`src/core/erb_defs.vh`:
```
`ifndef ERB_DEFS_VH
`define ERB_DEFS_VH

// Register byte offsets on the APB slave
`define ERB_ADDR_STATUS 8'h00
`define ERB_ADDR_RETPC_LO 8'h04
`define ERB_ADDR_RETPC_HI 8'h08
`define ERB_ADDR_ERRPC_LO 8'h0C
`define ERB_ADDR_ERRPC_HI 8'h10
`define ERB_ADDR_SHADOW 8'h14
`define ERB_ADDR_CONFIG 8'h18
`define ERB_ADDR_STATE 8'h1C

// Status register bit positions
`define ERB_ST_IE 0
`define ERB_ST_EXL 1
`define ERB_ST_ERL 2
`define ERB_ST_BEV 22
// Status after reset: boot vectors selected, error level set
`define ERB_STATUS_RST 32'h00400004

// Shadow set control field positions, each field 4 bits
`define ERB_SH_CSS_LSB 0
`define ERB_SH_PSS_LSB 6
`define ERB_SH_HSS_LSB 26

// Config word field positions
`define ERB_CF_REV_LSB 0
`define ERB_CF_COMP 4
`define ERB_CF_ISA_LSB 5
`define ERB_CF_NOCLR 8

// State word bit positions
`define ERB_SW_MODE 0
`define ERB_SW_LINK 1
`define ERB_SW_BUSY 2

// Instruction encodings
`define ERB_ENC_BARRIER 32'h00001800
`define ERB_ENC_RETURN 32'h0000F37C
`define ERB_ENC_RETURN_NC 32'h0001F37C
`define ERB_ENC_IRQEN 32'h0000577C
`define ERB_MASK_IRQEN 32'hFFE0FFFF

// Operation classes
`define ERB_CLS_NONE 3'h0
`define ERB_CLS_BARRIER 3'h1
`define ERB_CLS_IRQEN 3'h2
`define ERB_CLS_RETURN 3'h3
`define ERB_CLS_RETURN_NC 3'h4

`endif

```
`src/core/erb_unit.v`:
```
// Local design decisions: the placing of the registers and the APB register port.
`include "erb_defs.vh"

// Overview of operation
// [RULE_01] Barrier decodes as shift r0,r0 by 3
// [RULE_02] Barrier stalls issue until hazards clear
// [RULE_03] Barrier never clears instruction hazards
// [RULE_04] First release treats barrier as superscalar nop
// [RULE_05] Irq enable returns status, sets enable
// [RULE_06] Irq enable without cp0 access faults
// [RULE_07] Irq enable before release 2 reserved
// [RULE_08] Irq enable read-and-set is indivisible
// [RULE_09] Software clears irq hazard, no timing
// [RULE_10] Return has no delay slot
// [RULE_11] Error level return uses error pc
// [RULE_12] Otherwise normal pc, clear exception level
// [RULE_13] Conditionally restore shadow set on return
// [RULE_14] Target bit 0 selects instruction mode
// [RULE_15] Return clears link reservation
// [RULE_16] Both returns clear all hazards
// [RULE_17] No-clear return keeps link reservation
// [RULE_18] Config bit reports no-clear return
// [RULE_19] Delay slot restriction only before release 6; the code checks no delay slot on any release
// [RULE_20] Returns without cp0 access fault, no change
module erb_unit #(
	parameter [3:0] ARCH_REV = 4'h6,
	parameter [0:0] COMPRESSED_IMPL = 1'b1,
	parameter [1:0] ISA_SUPPORT = 2'h1,
	parameter [0:0] NOCLEAR_PRESENT = 1'b1,
	parameter [3:0] HIGHEST_SET = 4'h3
) (
	input wire pclk,
	input wire presetn,
	input wire [7:0] paddr,
	input wire psel,
	input wire penable,
	input wire pwrite,
	input wire [31:0] pwdata,
	input wire [3:0] pstrb,
	output reg [31:0] prdata,
	output reg pready,
	output reg pslverr,
	input wire instr_valid,
	input wire [31:0] instr_word,
	input wire cp0_usable,
	input wire exec_hazard_busy,
	input wire load_linked,
	input wire store_conditional,
	output reg instr_ready,
	output reg op_done,
	output reg gpr_we,
	output reg [4:0] gpr_waddr,
	output reg [63:0] gpr_wdata,
	output reg redirect_valid,
	output reg [63:0] redirect_pc,
	output reg squash_next,
	output reg clear_instr_hazards,
	output reg superscalar_nop,
	output reg exc_cop_unusable,
	output reg exc_reserved,
	output reg global_irq_enable,
	output reg instr_set_mode,
	output reg link_reservation_flag
);

////////////////////////////////////////////////////////////////////////
// Constants and functions

// Issue states
localparam [0:0] ST_IDLE = 1'b0;
localparam [0:0] ST_WAIT = 1'b1;

// Classify an instruction word
function [2:0] erb_class;
	input [31:0] w;
	begin
		// [RULE_01] barrier encoding match
		if (w == `ERB_ENC_BARRIER) begin
			erb_class = `ERB_CLS_BARRIER;
		end else if ((w & `ERB_MASK_IRQEN) == `ERB_ENC_IRQEN) begin
			erb_class = `ERB_CLS_IRQEN;
		end else if (w == `ERB_ENC_RETURN) begin
			erb_class = `ERB_CLS_RETURN;
		end else if (w == `ERB_ENC_RETURN_NC) begin
			erb_class = `ERB_CLS_RETURN_NC;
		end else begin
			erb_class = `ERB_CLS_NONE;
		end
	end
endfunction

// Merge write data under byte strobes
function [31:0] erb_merge;
	input [31:0] old;
	input [31:0] wd;
	input [3:0] st;
	integer i;
	begin
		erb_merge = old;
		for (i = 0; i < 4; i = i + 1) begin
			if (st[i]) begin
				erb_merge[i*8 +: 8] = wd[i*8 +: 8];
			end
		end
	end
endfunction

////////////////////////////////////////////////////////////////////////
// State

reg [0:0] state; // Issue state
reg [31:0] status; // Status word
reg [63:0] ret_pc; // Normal return address
reg [63:0] err_pc; // Error return address
reg [3:0] current_shadow_set; // Current shadow set
reg [3:0] previous_shadow_set; // Previous shadow set

wire [2:0] cls; // Class of offered word
wire take; // Word accepted this edge
wire apb_wr; // Write completes this edge
wire [31:0] sh_word; // Shadow control as read
wire [31:0] cfg_word; // Configuration as read
wire [31:0] state_word; // Live state as read
wire ret_ok; // Return may execute
wire irq_ok; // Irq enable may execute
wire [63:0] ret_tgt; // Selected return target
wire split_mode; // Target bit 0 is a mode bit
wire shadow_restore; // Shadow set copy allowed
reg [31:0] rd_mux; // Read data before register

assign cls = erb_class(instr_word);
assign take = instr_valid & instr_ready;
assign apb_wr = psel & penable & pready & pwrite;

assign sh_word = ({28'h0, current_shadow_set} << `ERB_SH_CSS_LSB) | ({28'h0, previous_shadow_set} << `ERB_SH_PSS_LSB)
	| ({28'h0, HIGHEST_SET} << `ERB_SH_HSS_LSB);
// [RULE_18] no-clear return presence bit
assign cfg_word = ({28'h0, ARCH_REV} << `ERB_CF_REV_LSB) | ({31'h0, COMPRESSED_IMPL} << `ERB_CF_COMP)
	| ({30'h0, ISA_SUPPORT} << `ERB_CF_ISA_LSB) | ({31'h0, NOCLEAR_PRESENT} << `ERB_CF_NOCLR);
assign state_word = ({31'h0, instr_set_mode} << `ERB_SW_MODE)
	| ({31'h0, link_reservation_flag} << `ERB_SW_LINK) | ({31'h0, state} << `ERB_SW_BUSY);

// [RULE_20] cp0 access gate for returns
assign ret_ok = cp0_usable & ~((cls == `ERB_CLS_RETURN_NC) & ~NOCLEAR_PRESENT);
// [RULE_07] release gate for irq enable
assign irq_ok = (ARCH_REV >= 4'h2) & cp0_usable;
// [RULE_11] error pc when error level set
assign ret_tgt = status[`ERB_ST_ERL] ? err_pc : ret_pc;
// [RULE_14] mode bit split condition
assign split_mode = COMPRESSED_IMPL | (ISA_SUPPORT != 2'h0);
// [RULE_13] shadow restore conditions
assign shadow_restore = (ARCH_REV >= 4'h2) & (HIGHEST_SET != 4'h0) & ~status[`ERB_ST_BEV];

////////////////////////////////////////////////////////////////////////
// APB read decode

// Unmapped offsets read zero and flag an error
always @* begin
	case (paddr)
		`ERB_ADDR_STATUS: rd_mux = status;
		`ERB_ADDR_RETPC_LO: rd_mux = ret_pc[31:0];
		`ERB_ADDR_RETPC_HI: rd_mux = ret_pc[63:32];
		`ERB_ADDR_ERRPC_LO: rd_mux = err_pc[31:0];
		`ERB_ADDR_ERRPC_HI: rd_mux = err_pc[63:32];
		`ERB_ADDR_SHADOW: rd_mux = sh_word;
		`ERB_ADDR_CONFIG: rd_mux = cfg_word;
		`ERB_ADDR_STATE: rd_mux = state_word;
		default: rd_mux = 32'h00000000;
	endcase
end

// Answer every access one cycle into the access phase
always @(posedge pclk or negedge presetn) begin
	if (!presetn) begin
		pready <= 1'b0;
		prdata <= 32'h00000000;
		pslverr <= 1'b0;
	end else begin
		pready <= psel & ~penable;
		pslverr <= 1'b0;
		if (psel & ~penable) begin
			// Setup cycle: latch the answer now
			prdata <= pwrite ? 32'h00000000 : rd_mux;
			pslverr <= (paddr[1:0] != 2'h0) | (paddr > `ERB_ADDR_STATE);
		end
	end
end

////////////////////////////////////////////////////////////////////////
// Control register file

// Instruction effects are applied after software writes, so
// an instruction landing in the same edge as a write wins
always @(posedge pclk or negedge presetn) begin
	if (!presetn) begin
		status <= `ERB_STATUS_RST;
		ret_pc <= 64'h0000000000000000;
		err_pc <= 64'h0000000000000000;
		current_shadow_set <= 4'h0;
		previous_shadow_set <= 4'h0;
		instr_set_mode <= 1'b0;
		link_reservation_flag <= 1'b0;
	end else begin
		// Software writes
		if (apb_wr) begin
			case (paddr)
				`ERB_ADDR_STATUS: status <= erb_merge(status, pwdata, pstrb);
				`ERB_ADDR_RETPC_LO: ret_pc[31:0] <= erb_merge(ret_pc[31:0], pwdata, pstrb);
				`ERB_ADDR_RETPC_HI: ret_pc[63:32] <= erb_merge(ret_pc[63:32], pwdata, pstrb);
				`ERB_ADDR_ERRPC_LO: err_pc[31:0] <= erb_merge(err_pc[31:0], pwdata, pstrb);
				`ERB_ADDR_ERRPC_HI: err_pc[63:32] <= erb_merge(err_pc[63:32], pwdata, pstrb);
				`ERB_ADDR_SHADOW: begin
					if (pstrb[0]) begin
						current_shadow_set <= pwdata[`ERB_SH_CSS_LSB +: 4];
					end
					if (pstrb[0] | pstrb[1]) begin
						previous_shadow_set <= pwdata[`ERB_SH_PSS_LSB +: 4];
					end
				end
				default: begin
				end
			endcase
		end
		// Store-conditional consumes the reservation
		if (store_conditional) begin
			link_reservation_flag <= 1'b0;
		end
		// [RULE_08] read and set in one edge
		if (take & (cls == `ERB_CLS_IRQEN) & irq_ok) begin
			status[`ERB_ST_IE] <= 1'b1;
		end
		if (take & ((cls == `ERB_CLS_RETURN) | (cls == `ERB_CLS_RETURN_NC)) & ret_ok) begin
			if (status[`ERB_ST_ERL]) begin
				// [RULE_11] leave error level
				status[`ERB_ST_ERL] <= 1'b0;
			end else begin
				// [RULE_12] leave exception level
				status[`ERB_ST_EXL] <= 1'b0;
				// [RULE_13] shadow set restore
				if (shadow_restore) begin
					current_shadow_set <= previous_shadow_set;
				end
			end
			// [RULE_14] mode from target bit 0
			if (split_mode) begin
				instr_set_mode <= ret_tgt[0];
			end
			// [RULE_15] plain return drops reservation
			// [RULE_17] no-clear variant keeps it
			if (cls == `ERB_CLS_RETURN) begin
				link_reservation_flag <= 1'b0;
			end
		end
		// A new reservation wins over any clear in the same edge
		if (load_linked) begin
			link_reservation_flag <= 1'b1;
		end
	end
end

////////////////////////////////////////////////////////////////////////
// Instruction execution

// Every answer is a one-cycle pulse one edge after the word is taken, save a stalled barrier's op_done, which waits for hazards to clear
always @(posedge pclk or negedge presetn) begin
	if (!presetn) begin
		state <= ST_IDLE;
		instr_ready <= 1'b0;
		op_done <= 1'b0;
		gpr_we <= 1'b0;
		gpr_waddr <= 5'h00;
		gpr_wdata <= 64'h0000000000000000;
		redirect_valid <= 1'b0;
		redirect_pc <= 64'h0000000000000000;
		squash_next <= 1'b0;
		clear_instr_hazards <= 1'b0;
		superscalar_nop <= 1'b0;
		exc_cop_unusable <= 1'b0;
		exc_reserved <= 1'b0;
	end else begin
		op_done <= 1'b0;
		gpr_we <= 1'b0;
		redirect_valid <= 1'b0;
		squash_next <= 1'b0;
		clear_instr_hazards <= 1'b0;
		superscalar_nop <= 1'b0;
		exc_cop_unusable <= 1'b0;
		exc_reserved <= 1'b0;
		case (state)
			ST_IDLE: begin
				instr_ready <= 1'b1;
				if (take) begin
					op_done <= 1'b1;
					case (cls)
						`ERB_CLS_BARRIER: begin
							if (ARCH_REV == 4'h1) begin
								// [RULE_04] first release issue slot only
								superscalar_nop <= 1'b1;
							end else if (exec_hazard_busy) begin
								// [RULE_02] hold issue while hazards pend
								// [RULE_03] instruction hazards untouched
								op_done <= 1'b0;
								instr_ready <= 1'b0;
								state <= ST_WAIT;
							end
						end
						`ERB_CLS_IRQEN: begin
							if (ARCH_REV < 4'h2) begin
								// [RULE_07] reserved before release 2
								exc_reserved <= 1'b1;
							end else if (!cp0_usable) begin
								// [RULE_06] no cp0 access
								exc_cop_unusable <= 1'b1;
							end else begin
								// [RULE_05] old status sign-extended
								gpr_we <= (instr_word[20:16] != 5'h00);
								gpr_waddr <= instr_word[20:16];
								gpr_wdata <= {{32{status[31]}}, status};
							end
						end
						`ERB_CLS_RETURN, `ERB_CLS_RETURN_NC: begin
							if (!NOCLEAR_PRESENT && cls == `ERB_CLS_RETURN_NC) begin
								exc_reserved <= 1'b1;
							end else if (!cp0_usable) begin
								// [RULE_20] fault with no state change
								exc_cop_unusable <= 1'b1;
							end else begin
								// [RULE_10] redirect and drop the next word
								// [RULE_19] accepted in any slot on every release
								redirect_valid <= 1'b1;
								squash_next <= 1'b1;
								// [RULE_16] full hazard clear at target
								clear_instr_hazards <= 1'b1;
								// [RULE_14] pc with bit 0 forced low when bit 0 is a mode bit
								redirect_pc <= split_mode ? {ret_tgt[63:1], 1'b0} : ret_tgt;
							end
						end
						default: begin
						end
					endcase
				end
			end
			ST_WAIT: begin
				// [RULE_02] release once hazards resolved
				if (!exec_hazard_busy) begin
					op_done <= 1'b1;
					instr_ready <= 1'b1;
					state <= ST_IDLE;
				end
			end
			default: begin
				state <= ST_IDLE;
			end
		endcase
	end
end

// Interrupt enable is the status bit, registered one edge later for the core
always @(posedge pclk or negedge presetn) begin
	if (!presetn) begin
		global_irq_enable <= 1'b0;
	end else begin
		global_irq_enable <= status[`ERB_ST_IE];
	end
end

endmodule // erb_unit

```
`config.mk`:
```
export PLATFORM = sky130hd
export DESIGN_NAME = erb_unit
export DESIGN_NICKNAME = d
export VERILOG_FILES = /design/src/core/erb_unit.v
export VERILOG_INCLUDE_DIRS = /design/src /design/src/core
export SDC_FILE = /design/constraint.sdc
export NUM_CORES = 1
export LEC_CHECK = 0
export BUFFER_PORTS_ARGS = -buffer_cell sky130_fd_sc_hd__clkbuf_2
export CORE_ASPECT_RATIO = 1.25
export CORE_MARGIN = 3
export CORE_UTILIZATION = 47
export CTS_CLUSTER_DIAMETER = 150
export DETAILED_ROUTE_END_ITERATION = 10
export GPL_ROUTABILITY_DRIVEN = 0
export PLACE_DENSITY = 0.76
export SYNTH_ARGS = -nofsm -noshare
export SYNTH_HDL_FRONTEND = slang
export SYNTH_SLANG_ARGS = --single-unit
```
`constraint.sdc`:
```
create_clock -name pclk -period 2 [get_ports pclk]
set_input_delay 0.2 -clock pclk [delete_from_list [all_inputs] [get_ports pclk]]
set_output_delay 0.2 -clock pclk [all_outputs]
set_load 0.01 [all_outputs]
```
==> results by group <==
Global routing
  • GRT Residual Overflow: 0
  • Gr busiest metal: met2
  • First-pass GRT wire length: 60.3 mm
  • Grt met3 use: 0.0329
  • Largest net degree at the start of global routing: 61
  • Vias in the first global route: 10500
  • Routing usage on met1: 0.296
  • Initial antenna violation count: 1
  • Routing usage on met2: 0.411
  • GRT Total Usage: 0.233

Setup path
  • WP data required: 2.43 ns
  • CP endpoint kind: flip-flop
  • Cells on worst reg2reg path: 6
  • Crit-path max FO: 7
  • Worst Path Arrival: 2.35 ns
  • Worst Setup SP: state$_DFF_PN0_
  • Reg2Reg Launch Point: state$_DFF_PN0_
  • WS Path Type: reg2reg
  • Worst setup SP type: flip-flop

STA
  • Min Tclk post-route: 1.92 ns
  • Worst-Margin Slew: 0.586 ns
  • Setup WS post-layout: 0.0829 ns
  • Final setup fails: 0
  • Final Cycle Share: 0.959
  • Pins Over Slew Limit: 0
  • Max Clock Skew: 0.0144 ns
  • Max Clk Rate: 522 MHz
  • Final Hold Viols: 0
  • Unrepaired setup endpoints after global routing: false
  • Max-slew headroom: 0.607
  • Setup tns final: 0 ns

Clocking
  • CTS tree: done
  • Clock Tree Buf Depth: 3
  • CTS root buf: clkbuf_16
  • CTS H-tree depth: 1
  • Post-CTS setup buffers: 0
  • CTS Buf Count: 30
  • Clock latency on the worst-skew pair: 0.56 ns
  • Clock net sink count: 311
  • Reg clk slew, reported paths: 0.06 ns

Final layout
  • Final #Nets: 1489
  • Area growth, synth to finish: 27.0%
  • Layout cells sized above 1: 0.536
  • Fin area: 18300 um2
  • Post-Layout Cell Count: 1829

Yosys
  • Synthesized flop and latch total: 311
  • Synth warnings: 0
  • Distinct cells, synth: 64
  • Register area share after synthesis: 0.540
  • Syn Area/Cell: 13.5 um2
  • Asr flop ratio synth: 1.00
  • Most common cell in the netlist: mux2_2
  • Post-synth EDFFs: 0
  • Leading post-synthesis cells by cell area: dfrtp_1, mux2_2, mux2i_1
  • Yosys top cell by area: dfrtp_1
  • Syn Inst Count: 1067
  • Post-Syn Area: 14400 um2
  • Synth Flop Type: dfrtp_1
  • Post-synth top cells: mux2_2, dfrtp_1, mux2i_1
  • Area share of the largest cell type after synthesis: 0.537

Min path
  • WHS Path Cells: 3
  • Min-delay worst type: in2reg
  • Hold_sp: instr_word[15]

Placement
  • Place WS: -0.0839 ns
  • PortBufs: 261
  • Placed inst area: 16800 um2
  • Final HPWL DP: 27.3 mm
  • Inst Count DP: 1728

Power and ir drop
  • Leakage Power: 9.48 nW
  • PwrDens: 691 nW/um2
  • Maximum vdd drop: 0.000527 V
  • Tot Pwr: 12.6 mW

Outcome
  • Status: finished clean

Detailed routing
  • Routed Antenna Nets: 0
  • Drt pass-1 iters: 5
  • Vias after detailed routing: 10200
  • DRC: 0
  • First DRT Iteration DRCs: 540
  • Drt via density: 5.59
  • Final WL: 39.7 mm
  • WL per Instance: 21.7 um

Flow run
  • Max Cap Violations: 0

Floorplanning
  • Starting Density: 0.478
  • Die W: 163 um
  • Die ar.: 32800 um2
  • IO Pins: 265
  • Cell Rows: 71
  • Core area: 30100 um2
  • Chip Height: 202 um
power by group:
group	switching, mW	internal [mW]	leakage, nW
combinational	0.401	0.247	4.66
sequential	0.00949	6.30	4.33
clock	2.39	3.30	0.494
flip-flops by register name (all words and copies together) (netlist names), 4 cells and up:
signal               count
err_pc                  64
status                  32
gpr_wdata               32
ret_pc                  64
current_shadow_set       4
gpr_waddr                5
prdata                  32
redirect_pc             63
previous_shadow_set      4
final timing paths:
path | end | slack (ns)
max | redirect_pc[47]$_DFFE_PN0P_ | 0.08
min | exc_cop_unusable$_DFF_PN0_ | 0.02
max reg2reg | redirect_pc[47]$_DFFE_PN0P_ | 0.08
min reg2reg | global_irq_enable$_DFF_PN0_ | 0.46
max in group asynchronous | status[16]$_DFFE_PN0P_ | 1.10
min in group asynchronous | err_pc[4]$_DFFE_PN0P_ | 0.20
area by class of cell:
type | count | area, um2
well taps | 401 | 502
multi-input cells | 662 | 6170
repair buffers | 394 | 2830
inverters | 4 | 15.0
clock buffers | 48 | 930
flip-flops and latches | 311 | 7790
fillers | 2318 | 11800
diodes | 1 | 2.50
clock inverters | 8 | 67.6
worst max-delay path, cell delays in order, from the launching register on:
cell and delay, ns:
dfrtp_1 0.44, inv_1 0.14, nand3_1 0.18, nor4_4 0.26, buf_6 0.25, clkbuf_16 0.19
mux2_2 0.33
through the flow:
stage | hold WS, ns | utilization
after floorplan | -0.0956 | -
after global placement | 0.171 | 0.557
after detailed placement | 0.176 | 0.557
after CTS | 0.00309 | 0.603
after global routing | 0.0148 | 0.608
final | 0.0154 | 0.608
per-layer routing:
layer,vias up,part of all wire
li1,4563,-
met1,5222,0.40
met2,364,0.51
met3,68,0.057
met4,0,0.030
met5,-,0
placed cells by master, fill, tap and decap left out, types with 5 or more instances in the layout:
cell and instances:
mux2_2 327, dfrtp_1 309, clkbuf_2 257, buf_4 63, mux2i_1 51, nand2_1 47, dlygate4sd3_1 38, clkbuf_16 35
nor2_1 31, a21oi_1 27, buf_12 25, o221ai_1 20, mux2_4 15, o21ai_0 9, clkbuf_8 9, nand4_1 8
nand3_1 8, nor3_1 8, clkbuf_1 8, nor4_1 7, a22oi_1 6, clkinv_2 6, nand2b_1 5, a211o_1 5
cell families (layout without fill, tap and decap cells):
logic type,count (synthesis),in the layout,synth area share
other,1,4,0.000260
muxes,396,396,0.308
and+or+nand+nor,163,163,0.0634
AOI/OAI and AO/OA,100,100,0.0498
DFF,311,311,0.540
buffers and inverters,96,454,0.0379
what timing repair did:
item                                   CTS  global route
hold buffers                            40             0
setup endpoints to repair                0            68
resized for setup                        0             6
endpoints found under the hold margin  225             0
Power figures use the tool's default switching activity.
